**src/core/exec_pkg.sv**
```systemverilog
// package: opcodes, widths and reset values for the execution slice
package exec_pkg;
	localparam int DATA_W = 8;
	localparam int FADDR_W = 7;
	localparam int PC_W = 13;
	localparam int JUMP_W = 11;
	localparam int LATCH_HI = 4;
	localparam int LATCH_LO = 3;
	localparam logic [7:0] ACC_RST = 8'h00;
	localparam logic [12:0] PC_RST = 13'h0000;
	localparam logic [7:0] ONE_8 = 8'h01;
	localparam logic [12:0] ONE_13 = 13'h0001;
	localparam int JUMP_CYCLES = 2;
	localparam int SKIP_CYCLES = 2;

	typedef enum logic [2:0] {
		OP_NONE      = 3'h0,
		OP_DEC_SKIP  = 3'h1,
		OP_INC_SKIP  = 3'h2,
		OP_INC       = 3'h3,
		OP_JUMP      = 3'h4,
		OP_OR_LIT    = 3'h5,
		OP_OR_REG    = 3'h6
	} op_t;

	typedef enum logic [1:0] {
		ST_RUN    = 2'h0,
		ST_FLUSH  = 2'h1
	} state_t;
endpackage : exec_pkg

```
**src/core/exec_core.sv**
```systemverilog
// execution core: skip, increment, jump and or instructions
//
// Function
// - decrement file, result to accumulator or file
// - zero skip result squashes next, two cycles
// - nonzero skip result continues in sequence
// - increment file, routed; only plain updates zero
// - jump loads 11-bit immediate into pc low
// - jump fills pc 12:11 from latch 4:3
// - jump takes two cycles, flags unchanged
// - or literal into accumulator, updates zero
// - or accumulator with file, routed, updates zero
`timescale 1ns/1ps
`default_nettype none
module exec_core
	import exec_pkg::*;
(
	// clock and reset
	input  wire logic        clk_in,
	input  wire logic        rst_n_in,
	// instruction
	input  wire logic        valid_in,
	input  wire logic [2:0]  op_in,
	input  wire logic        target_sel_in,
	input  wire logic [10:0] immediate_value_in,
	input  wire logic [4:0]  upper_pc_latch_in,
	// file register read data
	input  wire logic [7:0]  file_rdata_in,
	// file register write
	output var  logic        file_we_out,
	output var  logic [7:0]  file_wdata_out,
	// core state
	output var  logic [7:0]  acc_out,
	output var  logic        zero_out,
	output var  logic [12:0] pc_out,
	output var  logic        squash_out,
	output var  logic        busy_out
);
	logic [7:0]  alu_res;
	logic        alu_zero;
	state_t      state_q, state_d;
	logic [7:0]  acc_q, acc_d;
	logic        zero_q, zero_d;
	logic [12:0] pc_q, pc_d;
	logic        we_q, we_d;
	logic [7:0]  wdata_q, wdata_d;
	logic        squash_q, squash_d;
	logic        busy_q, busy_d;
	logic        take;
	op_t         op;

	exec_alu u_alu (
		.op_in   (op_in),
		.acc_in  (acc_q),
		.file_in (file_rdata_in),
		.lit_in  (immediate_value_in[7:0]),
		.res_out (alu_res),
		.zero_out(alu_zero)
	);

	assign op = op_t'(op_in);
	assign take = valid_in && (state_q == ST_RUN);

	// true for the two skip-on-zero opcodes
	function automatic logic is_skip(input op_t code);
		return (code == OP_DEC_SKIP) || (code == OP_INC_SKIP);
	endfunction

	always_comb begin
		state_d = ST_RUN;
		acc_d = acc_q;
		zero_d = zero_q;
		pc_d = pc_q;
		we_d = 1'b0;
		wdata_d = alu_res;
		squash_d = 1'b0;
		if (take) begin
			pc_d = pc_q + ONE_13;
			case (op)
				OP_DEC_SKIP, OP_INC_SKIP: begin
					if (target_sel_in) we_d = 1'b1;
					else acc_d = alu_res;
					if (alu_zero) begin
						state_d = ST_FLUSH;
						squash_d = 1'b1;
					end
				end
				OP_INC, OP_OR_REG: begin
					if (target_sel_in) we_d = 1'b1;
					else acc_d = alu_res;
					zero_d = alu_zero;
				end
				OP_OR_LIT: begin
					acc_d = alu_res;
					zero_d = alu_zero;
				end
				OP_JUMP: begin
					pc_d = {upper_pc_latch_in[LATCH_HI:LATCH_LO],
						immediate_value_in};
					state_d = ST_FLUSH;
					squash_d = 1'b1;
				end
				default: pc_d = pc_q + ONE_13;
			endcase
		end else if (state_q == ST_FLUSH) begin
			state_d = ST_RUN;
		end
		busy_d = (state_d == ST_FLUSH);
	end

	always_ff @(posedge clk_in) begin
		if (!rst_n_in) begin
			state_q <= ST_RUN;
			acc_q <= ACC_RST;
			zero_q <= 1'b0;
			pc_q <= PC_RST;
			we_q <= 1'b0;
			wdata_q <= ACC_RST;
			squash_q <= 1'b0;
			busy_q <= 1'b0;
		end else begin
			state_q <= state_d;
			acc_q <= acc_d;
			zero_q <= zero_d;
			pc_q <= pc_d;
			we_q <= we_d;
			wdata_q <= wdata_d;
			squash_q <= squash_d;
			busy_q <= busy_d;
		end
	end

	assign acc_out = acc_q;
	assign zero_out = zero_q;
	assign pc_out = pc_q;
	assign file_we_out = we_q;
	assign file_wdata_out = wdata_q;
	assign squash_out = squash_q;
	assign busy_out = busy_q;

	a_reset_clear: assert property (
		@(posedge clk_in) !rst_n_in
		|=> acc_out == ACC_RST && pc_out == PC_RST && !zero_out &&
		!file_we_out && file_wdata_out == ACC_RST && !squash_out &&
		!busy_out)
		else $error("reset did not clear the core state");
	a_skip_zero: assert property (
		@(posedge clk_in) disable iff (!rst_n_in)
		take && is_skip(op) && alu_zero
		|=> squash_out && busy_out ##1 !busy_out)
		else $error("skip on zero did not insert one squash cycle");
	a_no_skip: assert property (
		@(posedge clk_in) disable iff (!rst_n_in)
		take && is_skip(op) && !alu_zero
		|=> !busy_out && !squash_out)
		else $error("nonzero skip result still skipped");
	a_pc_step: assert property (
		@(posedge clk_in) disable iff (!rst_n_in)
		take && op != OP_JUMP |=> pc_out == $past(pc_out) + ONE_13)
		else $error("program counter did not step by one");
	a_nop_cycle: assert property (
		@(posedge clk_in) disable iff (!rst_n_in)
		busy_out |=> $stable(pc_out) && $stable(acc_out) &&
		$stable(zero_out) && !file_we_out && !busy_out)
		else $error("instruction taken during squash cycle");
	a_dec_file: assert property (
		@(posedge clk_in) disable iff (!rst_n_in)
		take && op == OP_DEC_SKIP && target_sel_in
		|=> file_we_out && file_wdata_out == $past(file_rdata_in) - 8'h01)
		else $error("decrement write back wrong");
	a_dec_acc: assert property (
		@(posedge clk_in) disable iff (!rst_n_in)
		take && op == OP_DEC_SKIP && !target_sel_in
		|=> acc_out == $past(file_rdata_in) - 8'h01 && !file_we_out)
		else $error("decrement to accumulator wrong");
	a_inc_acc: assert property (
		@(posedge clk_in) disable iff (!rst_n_in)
		take && (op == OP_INC || op == OP_INC_SKIP) && !target_sel_in
		|=> acc_out == $past(file_rdata_in) + 8'h01 && !file_we_out)
		else $error("increment to accumulator wrong");
	a_inc_file: assert property (
		@(posedge clk_in) disable iff (!rst_n_in)
		take && (op == OP_INC || op == OP_INC_SKIP) && target_sel_in
		|=> file_we_out && file_wdata_out == $past(file_rdata_in) + 8'h01)
		else $error("increment write back wrong");
	a_inc_zero: assert property (
		@(posedge clk_in) disable iff (!rst_n_in)
		take && op == OP_INC
		|=> zero_out == ($past(file_rdata_in) + 8'h01 == 8'h00))
		else $error("increment zero flag wrong");
	a_skip_flags: assert property (
		@(posedge clk_in) disable iff (!rst_n_in)
		take && (is_skip(op) || op == OP_JUMP) |=> $stable(zero_out))
		else $error("skip or jump changed zero flag");
	a_jump_pc: assert property (
		@(posedge clk_in) disable iff (!rst_n_in)
		take && op == OP_JUMP |=> pc_out == {$past(upper_pc_latch_in[4:3]),
		$past(immediate_value_in)} && busy_out)
		else $error("jump target wrong");
	a_jump_two: assert property (
		@(posedge clk_in) disable iff (!rst_n_in)
		take && op == OP_JUMP |=> busy_out ##1 !busy_out)
		else $error("jump not two cycles");
	a_or_lit: assert property (
		@(posedge clk_in) disable iff (!rst_n_in)
		take && op == OP_OR_LIT |=> acc_out == ($past(acc_q) |
		$past(immediate_value_in[7:0])) && zero_out == (acc_out == 8'h00))
		else $error("or literal wrong");
	a_or_reg: assert property (
		@(posedge clk_in) disable iff (!rst_n_in)
		take && op == OP_OR_REG && target_sel_in |=> file_we_out &&
		file_wdata_out == ($past(acc_q) | $past(file_rdata_in)) &&
		zero_out == (file_wdata_out == 8'h00))
		else $error("or register wrong");
	a_or_acc: assert property (
		@(posedge clk_in) disable iff (!rst_n_in)
		take && op == OP_OR_REG && !target_sel_in |=> !file_we_out &&
		acc_out == ($past(acc_q) | $past(file_rdata_in)) &&
		zero_out == (acc_out == 8'h00))
		else $error("or to accumulator wrong");
	a_wrap_inc: assert property (
		@(posedge clk_in) disable iff (!rst_n_in)
		take && op == OP_INC && file_rdata_in == 8'hFF && target_sel_in
		|=> file_wdata_out == 8'h00 && zero_out)
		else $error("increment did not wrap");
	c_skip: cover property (@(posedge clk_in) take && op == OP_DEC_SKIP &&
		alu_zero);
	c_jump: cover property (@(posedge clk_in) take && op == OP_JUMP);
	c_or_zero: cover property (@(posedge clk_in) take && op == OP_OR_REG &&
		alu_zero);
	c_inc_wrap: cover property (@(posedge clk_in) take && op == OP_INC &&
		file_rdata_in == 8'hFF);
	c_nop_cycle: cover property (@(posedge clk_in) busy_out && valid_in);
endmodule : exec_core
`default_nettype wire

```
**src/core/exec_alu.sv**
```systemverilog
// alu: increment, decrement and or with zero detect
`timescale 1ns/1ps
`default_nettype none
module exec_alu
	import exec_pkg::*;
(
	// operands
	input  wire logic [2:0] op_in,
	input  wire logic [7:0] acc_in,
	input  wire logic [7:0] file_in,
	input  wire logic [7:0] lit_in,
	// result
	output var  logic [7:0] res_out,
	output var  logic       zero_out
);
	always_comb begin
		case (op_t'(op_in))
			OP_DEC_SKIP: res_out = file_in - ONE_8;
			OP_INC_SKIP: res_out = file_in + ONE_8;
			OP_INC:      res_out = file_in + ONE_8;
			OP_OR_LIT:   res_out = acc_in | lit_in;
			OP_OR_REG:   res_out = acc_in | file_in;
			default:     res_out = file_in;
		endcase
		zero_out = (res_out == 8'h00);
	end
endmodule : exec_alu
`default_nettype wire

```
**config.mk**
```make
export PLATFORM = sky130hd
export DESIGN_NAME = exec_core
export DESIGN_NICKNAME = d
export VERILOG_FILES = /design/src/core/exec_pkg.sv /design/src/core/exec_core.sv /design/src/core/exec_alu.sv
export SDC_FILE = /design/constraint.sdc
export NUM_CORES = 1
export LEC_CHECK = 0
export BUFFER_PORTS_ARGS = -buffer_cell sky130_fd_sc_hd__buf_2
export CORE_MARGIN = 10
export CORE_UTILIZATION = 48
export CTS_BUF_LIST = sky130_fd_sc_hd__clkbuf_8
export CTS_CLUSTER_SIZE = 12
export DETAILED_ROUTE_END_ITERATION = 16
export PLACE_DENSITY = 0.78
export SLEW_MARGIN = 40
export SYNTH_ARGS = -nofsm -noshare
export SYNTH_HDL_FRONTEND = slang
export SYNTH_SLANG_ARGS = --single-unit
export TNS_END_PERCENT = 5
```
**constraint.sdc**
```tcl
create_clock -name clk_in -period 3 [get_ports clk_in]
set_input_delay 0.6 -clock clk_in [delete_from_list [all_inputs] [get_ports clk_in]]
set_output_delay 0.6 -clock clk_in [all_outputs]
set_load 0.03 [all_outputs]
```
=== After elaboration in Yosys (flattened, before gate mapping) ===
Cells that the tools add are included.

* Logic and storage cells: 43
* Register bits after elaboration: 35
* Bits of input ports: 31
* Output and inout port bits: 33

* Bitwise gates (word level): 2
* Muxes and demuxes: 10
* Add/sub/neg operators: 3
* Equality and inequality tests: 8
* Reductions and logical operators: 12

{| class="wikitable"
|+ Operators with widths
! operator !! number
|-
| 8-bit case mux with 4 select lines || 1
|-
| 8-bit OR || 2
|-
| 8-bit case mux with 2 select lines || 1
|-
| 13-bit by 1-bit adder with 13-bit output (second input constant) || 1
|-
| 13-bit two-way mux || 1
|-
| 3-bit equality test (second input constant) || 3
|-
| 8-bit by 1-bit adder with 8-bit output (second input constant) || 1
|-
| 8-bit zero test || 1
|-
| 8-bit two-way mux || 1
|-
| 8-bit by 1-bit subtractor with 8-bit output (second input constant) || 1
|-
| 3-bit by 2-bit equality test with 1-bit output (second input constant) || 2
|-
| 3-bit AND reduction || 2
|-
| 1-bit case mux with 2 select lines || 2
|-
| 2-bit AND reduction || 2
|-
| 2-bit OR reduction || 2
|-
| 4-bit OR reduction || 1
|-
| 3-bit by 1-bit equality test with 1-bit output (second input constant) || 1
|-
| 1-bit two-way mux || 3
|-
| 3-bit OR reduction || 1
|-
| 2-bit by 1-bit equality test with 1-bit output (second input constant) || 1
|-
| 2-bit zero test || 1
|-
| 2-bit two-way mux || 1
|-
| 2-bit != test (second input constant) || 1
|-
| 2-bit nonzero test || 1
|-
| 1-bit logical AND || 1
|}

=== Longest topological paths before layout ===
Gate-level depths: netlist of the first run.

* Depth after elaboration: 8
* Mapped depth: 12

=== Hierarchy ===
From an unflattened synthesis of the first run, not the netlist that was laid out.

* Cell total of the unflattened synthesis: 300
* Area, all modules: 2334.7 um2

{| class="wikitable"
|+ By module, submodules not included
! module !! area each (um2) !! sequential area each (um2) !! cells an instance !! times used
|-
| exec_core || 1537.7 || 640.6 || 175 || 1
|-
| exec_alu || 797.0 || 0.0 || 125 || 1
|}

=== Worst setup path before layout of the first run ===
No wires, ideal clock.

* Kind: input to register
* Start point: in op_in[1]
* End point: reg squash_q, in the netlist squash_out
* Path slack: -0.052 ns
* Arrival: 2.983 ns
* Stages on the path: 11
* Data required time: 2.930 ns
* Buffers on the path: 1
* Path through: clkbuf_1 -> nor2b_1 -> xnor2_1 -> ha_1 -> o311a_1 -> a311oi_2 -> o221a_2 -> nor4b_2 -> nand4_1 -> a211o_1 -> a21oi_1

* Word-level cells in the longest chain between the ends: 6
* Elaborated cells between the ends (all ways): 12

{| class="wikitable"
|+ Ends and longest elaborated chain
! item !! line !! source
|-
| from (decl) || exec_core.sv:23 || <nowiki>input wire logic [2:0] op_in,</nowiki>
|-
| 3-bit by 2-bit equality test with 1-bit output (on tied branches) || exec_core.sv:79, exec_alu.sv:17 ||
|-
| 2-bit OR reduction (no line) || - ||
|-
| 8-bit case mux with 4 select lines || exec_alu.sv:17 || <nowiki>case (op_t'(op_in))</nowiki>
|-
| 8-bit zero test || exec_alu.sv:25 || <nowiki>zero_out = (res_out == 8'h00);</nowiki>
|-
| 1-bit two-way mux || exec_core.sv:83 || <nowiki>if (alu_zero) begin</nowiki>
|-
| 1-bit case mux with 2 select lines * || exec_core.sv:79 || <nowiki>case (op)</nowiki>
|-
| to (signal assigned) || exec_core.sv:128 || <nowiki>squash_q <= squash_d;</nowiki>
|-
| to (decl) || exec_core.sv:47 || <nowiki>logic squash_q, squash_d;</nowiki>
|}

Every way passes the cells marked *; elsewhere a longest branch is shown, timed or not.
A chain may end at the register's enable or synchronous reset.

=== Worst setup path after layout of the first run ===
Same ends and word-level chain as after synthesis.

==> results of run 1 <==
-- sequential cells by signal, indices dropped and copies added (netlist names) --
name	flops
pc_out	13
acc_out	8
file_wdata_out	8
file_we_out	1
squash_out	1
state_q	1
zero_out	1
-- through the flow --
step,util [%],cells,setup TNS [ns],power [mW],worst slack (ns)
3_5_place_dp,59.6,407,-0.0578,0.802,-0.0494
4_1_cts,61.6,414,0,1.12,0.238
6_report,61.6,414,0,1.12,0.234
2_1_floorplan,-,297,0,0.695,0.0138
5_1_grt,61.6,414,0,1.17,0.115
3_3_place_gp,59.6,407,-0.0216,0.796,-0.0216
-- tightest hold or removal path: stages, from the launching register on --
cell	delay, ns
dfxtp_1	0.32
o21ai_0	0.07
a21oi_1	0.06
-- cell families (layout without fill, tap and decap cells) --
| kind of cell | count (synthesis) | in the layout | share of synthesized area [%] |
|---|---|---|---|
| multiplexers | 6 | 6 | 2.86 |
| buffers and inverters | 31 | 96 | 5.96 |
| flip-flops | 33 | 33 | 30.2 |
| XOR/XNOR | 4 | 4 | 1.60 |
| adder cells (fa/ha/maj) | 3 | 3 | 1.72 |
| AND/OR/NAND/NOR | 128 | 128 | 30.0 |
| AO/OA/AOI/OAI | 92 | 92 | 27.7 |
-- worst max path at each step --
stage | to | startpoint | cells past startpoint | slack, ns
global route | squash_out | op_in[1] | 11 | 0.12
CTS | squash_out | op_in[1] | 11 | 0.24
global placement | squash_out | op_in[1] | 11 | -0.02
detailed placement | squash_out | op_in[1] | 11 | -0.05
finish | squash_out | op_in[1] | 11 | 0.23
floorplan | squash_out | op_in[1] | 11 | 0.01
-- Yosys cell counts, types with 5 or more instances --
cell	count	share of area (%)
and2_1	5	1.4
a21oi_1	26	6.0
a211oi_1	9	3.1
nor3_1	8	1.8
nand2_1	24	4.1
nand2b_1	8	2.3
o21ai_0	19	4.4
nor2_1	40	6.9
clkbuf_1	17	2.9
nand3_1	8	1.8
and3_1	8	2.3
o22ai_1	5	1.4
dfxtp_1	33	30
inv_1	8	1.4
-- cell type report --
type                       count  area share, %
multi-input combinational    233           52.0
sequential                    33           24.5
timing repair buffer          80           16.7
clock buffer                   6           3.06
tap                           52           2.41
inverter                       9           1.25
clock inverter                 1          0.139
-- metal layers --
metal  share of wire, %  up-vias  wire, µm
met3                8.1       11       522
li1                   -     1226         -
met5                  0        -         0
met2                 45       98      2890
met4                1.7        0       110
met1                 45     1094      2900
-- report_power, final --
part,total (mW),internal [mW],leakage [nW],switching [mW]
Combinational,0.318,0.121,0.839,0.196
Clock,0.323,0.178,0.0485,0.145
Sequential,0.479,0.463,0.270,0.0152
Total,1.12,0.763,1.16,0.356
==> metrics.csv, run 1 <==
metric;value;unit
grt_pass1_vias;2236;
design_area;2700;µm²
layout-drive-gt1-share;26.5;%
r2r_end;squash_out;
fin_crit;2.77;ns
hold_violations;0;
synth-async-reset-ratio;0;%
clock_latency;0.28;ns
ys_seq_area_share;30.2;%
cpPeakStageDelay;0.38;ns
synthCells;297;
placementRows;24;
cts_setup_buffers;0;
synth.distinct_cells;58;
dominantRegCellSynth;dfxtp_1;
grt_max_degree;30;
worstPathArrival;2.96;ns
status;completed;
numCtsBuffers;5;
drt_iter0_markers;239;
rr_worst_depth;7;
layout_commonest_cell;buf_2;
power_leakage;1.16;nW
die_height;87.5;µm
worst_hold_slack;0.492;ns
cts_repair_resize_count;0;
die_area;7650;µm²
fillers;408;
endpoint_kind;register;
crit_fanout;3;
clock_skew;0.00520;ns
dr.pass1.iters;4;
viasPerCell;5.87;
multi_input_area;1400;µm²
min_to;pc_out[12];
yosysWarnings;0;
gp_congestion;0.922;
critPathBufInv;1;
drt_wl_total;6430;µm
use_met2;25.0;%
worst_pin_slew;0.540;ns
hp-class;reg2reg;
clockBufferDepth;2;
dpl.hpwl;4890;µm
path_clk_slew;0.06;ns
route.detailed.drc;0;
p_per_area;415;nW/µm²
io_buffers;60;
area_growth;23.5;%
syn_area_per_cell;7.36;µm²
cts_hold_buffers;0;
final_max_slew_viol_count;0;
crit_path_top_delay_cell;o311a_1;
r2r_slack;1.03;ns
start_util;49.8;%
reg2reg_from;acc_out[1];
period_share;92.2;%
cp.required;3.20;ns
max_freq;0.362;GHz
seq_area;661;µm²
ant_nets;0;
place_area;2610;µm²
whs_path_depth;2;
rsz0062_at_grt;no;
ir_drop;0.286;mV
globalRouteMet3Util;4.21;%
path_cells;buf_2 > nor2b_2 > xnor2_1 > ha_1 > o311a_1 > a311oi_2 > o221a_2 > nor4b_2 > nand4_1 > a211o_1 > a21oi_1;
num_vias;2429;
tritoncts;built;
htreeDepth;2;
synth_edf_count;0;
crit_path_start_kind;primary input;
final_cell_mix;60 x buf_2, 40 x nor2_1, 33 x dfxtp_1, 26 x a21oi_1, 24 x nand2_1;
grtUsageTotal;16.2;%
syn-cell-area;2180;µm²
die_w;87.5;µm
synth-seq-cells;33;
met1_usage;21.1;%
busiest_layer;met2;
max-cap-violations;0;
grt-ovfl-total;0;
diodes;0;
path_delay_family;compound AO/OA/AOI/OAI gates;
syn_nets;331;
finalSetupViolCount;0;
worstSetupPathType;in2reg;
ios;64;
min_from;pc_out[12];
wl_per_cell;15.5;µm
cts_sinks;33;
cts_root_buf;clkbuf_8;
antenna_found_initial;0;
coreArea;4380;µm²
nNetsFinal;396;
grt_pass1_wl;10300;µm
slew_headroom;63.9;%
(Power assumes the default switching activity.)
==> run 2, diff against run 1 <==
- PLACE_DENSITY: 0.78 -> not set
- PLACE_DENSITY_LB_ADDON: not set -> 0.05
==> run 2 against run 1 <==
Highest routed layer unchanged; clock skew up 0.0025 ns; routed wire length up 1.1%; sequential cell count unchanged; combinational power about the same; via count down 2.2%; critical path type unchanged; hold slack better by 0.0038 ns; first-iteration DRC count down 23%; setup slack better by 0.010 ns.
==> metrics.csv, run 2 (same netlist as run 1, synthesis figures left out) <==
metric;value;unit;change
endpoint_kind;register;;
antenna_found_initial;0;;unchanged
ir_drop;0.266;mV;-7.1%
crit_path_start_kind;primary input;;
dpl.hpwl;4890;µm;about the same
layout_commonest_cell;buf_2;;
ios;64;;unchanged
worst_pin_slew;0.576;ns;+0.0363 ns
wl_per_cell;15.5;µm;+0.15%
rsz0062_at_grt;no;;
nNetsFinal;399;;+0.76%
max_freq;0.363;GHz;+0.37%
placementRows;24;;unchanged
crit_path_top_delay_cell;o311a_1;;
cts_hold_buffers;0;;unchanged
cts_repair_resize_count;0;;unchanged
path_cells;buf_2 > nor2b_2 > xnor2_1 > ha_1 > o311a_1 > a311oi_2 > o221a_2 > nor4b_2 > nand4_1 > a211o_1 > a21oi_1;;
gp_congestion;0.893;;-3.2%
grtUsageTotal;16.7;%;+0.54 points
critPathBufInv;1;;unchanged
drt_wl_total;6500;µm;+1.1%
coreArea;4380;µm²;unchanged
io_buffers;60;;unchanged
cts_root_buf;clkbuf_8;;
grt_pass1_wl;10700;µm;+3.4%
period_share;91.8;%;-0.34 points
grt_pass1_vias;2197;;-1.7%
area_growth;25.9;%;
fin_crit;2.76;ns;-0.0102 ns
ant_nets;0;;unchanged
numCtsBuffers;5;;unchanged
worstSetupPathType;in2reg;;
crit_fanout;3;;unchanged
dr.pass1.iters;4;;unchanged
path_delay_family;compound AO/OA/AOI/OAI gates;;
p_total;1.22;mW;+9.0%
finalSetupViolCount;0;;unchanged
cts_sinks;33;;unchanged
p_per_area;443;nW/µm²;+6.9%
htreeDepth;2;;unchanged
die_w;87.5;µm;unchanged
start_util;49.8;%;unchanged
path_clk_slew;0.07;ns;about the same
num_vias;2375;;-2.2%
final_cell_mix;60 x buf_2, 40 x nor2_1, 33 x dfxtp_1, 26 x a21oi_1, 24 x nand2_1;;
clock_skew;0.00772;ns;+0.00251 ns
layout-drive-gt1-share;27.3;%;+0.80 points
clockBufferDepth;2;;unchanged
worstPathArrival;2.96;ns;about the same
worst_hold_slack;0.496;ns;+0.00382 ns
die_height;87.5;µm;unchanged
hp-class;reg2reg;;
drt_iter0_markers;184;;-23%
largest_register_ff_count;13;;unchanged
clock_latency;0.27;ns;about the same
cts_setup_buffers;0;;unchanged
status;completed;;
route.detailed.drc;0;;unchanged
max-cap-violations;0;;unchanged
grt_max_degree;30;;unchanged
cpPeakStageDelay;0.37;ns;about the same
viasPerCell;5.68;;-3.2%
hold_violations;0;;unchanged
slew_headroom;61.5;%;-2.4 points
tritoncts;built;;
final_max_slew_viol_count;0;;unchanged
die_area;7650;µm²;unchanged
cp.required;3.20;ns;about the same
power_leakage;1.19;nW;+2.5%
grt-ovfl-total;0;;unchanged
diodes;0;;unchanged
[run 2: cell count changes in the layout (fill, tap and decap cells not counted), sizes merged]
cell,previous run,this run
buf,80,83
bufinv,0,1
[run 2: layout make-up]
type / count / area, µm²
inverter: 9 / 33.8
timing repair buffer: 83 / 473
tap: 52 / 65.1
clock inverter: 2 / 33.8
multi-input combinational: 233 / 1400
clock buffer: 6 / 82.6
fill: 429 / 1630
sequential: 33 / 661
[run 2: worst reg2reg max path, delay by kind of cell (launching register included)]
kind	cells	cell delay (ns)
and+or+nand+nor	2	0.44
AOI/OAI and AO/OA	5	1.13
DFF	1	0.33
[run 2: routing by layer]
metal	share of wire [%]	global-route usage [%]
met1	48	22.9
met4	0.26	2.61
met5	0	0
met3	6.2	4.68
met2	46	25.7
[run 2: power by group]
group          switching [mW]  internal, mW  leakage [nW]
Sequential             0.0147         0.463         0.270
Clock                   0.156         0.267        0.0626
Combinational           0.195         0.124         0.853
Total                   0.366         0.854          1.19
[run 2: worst paths after layout]
check	slack [ns]	cells after the start	from	end
hold reg to reg	0.50	2	pc_out[12]	pc_out[12]
setup reg to reg	1.04	7	acc_out[6]	state_q[0]
setup / recovery	0.24	11	op_in[1]	state_q[0]
hold / removal	0.50	2	pc_out[12]	pc_out[12]
[run 2: through the flow]
step | std cells | TNS [ns] | worst slack [ns] | util (%) | area (µm²)
final | 418 | 0 | 0.245 | 62.8 | 2750
after global placement | 410 | 0 | 0.00375 | 60.1 | 2640
after global routing | 418 | 0 | 0.0603 | 62.8 | 2750
after floorplan | 297 | 0 | 0.0138 | - | 2190
after CTS | 418 | 0 | 0.263 | 62.8 | 2750
after detailed placement | 410 | -0.0245 | -0.0183 | 60.1 | 2640
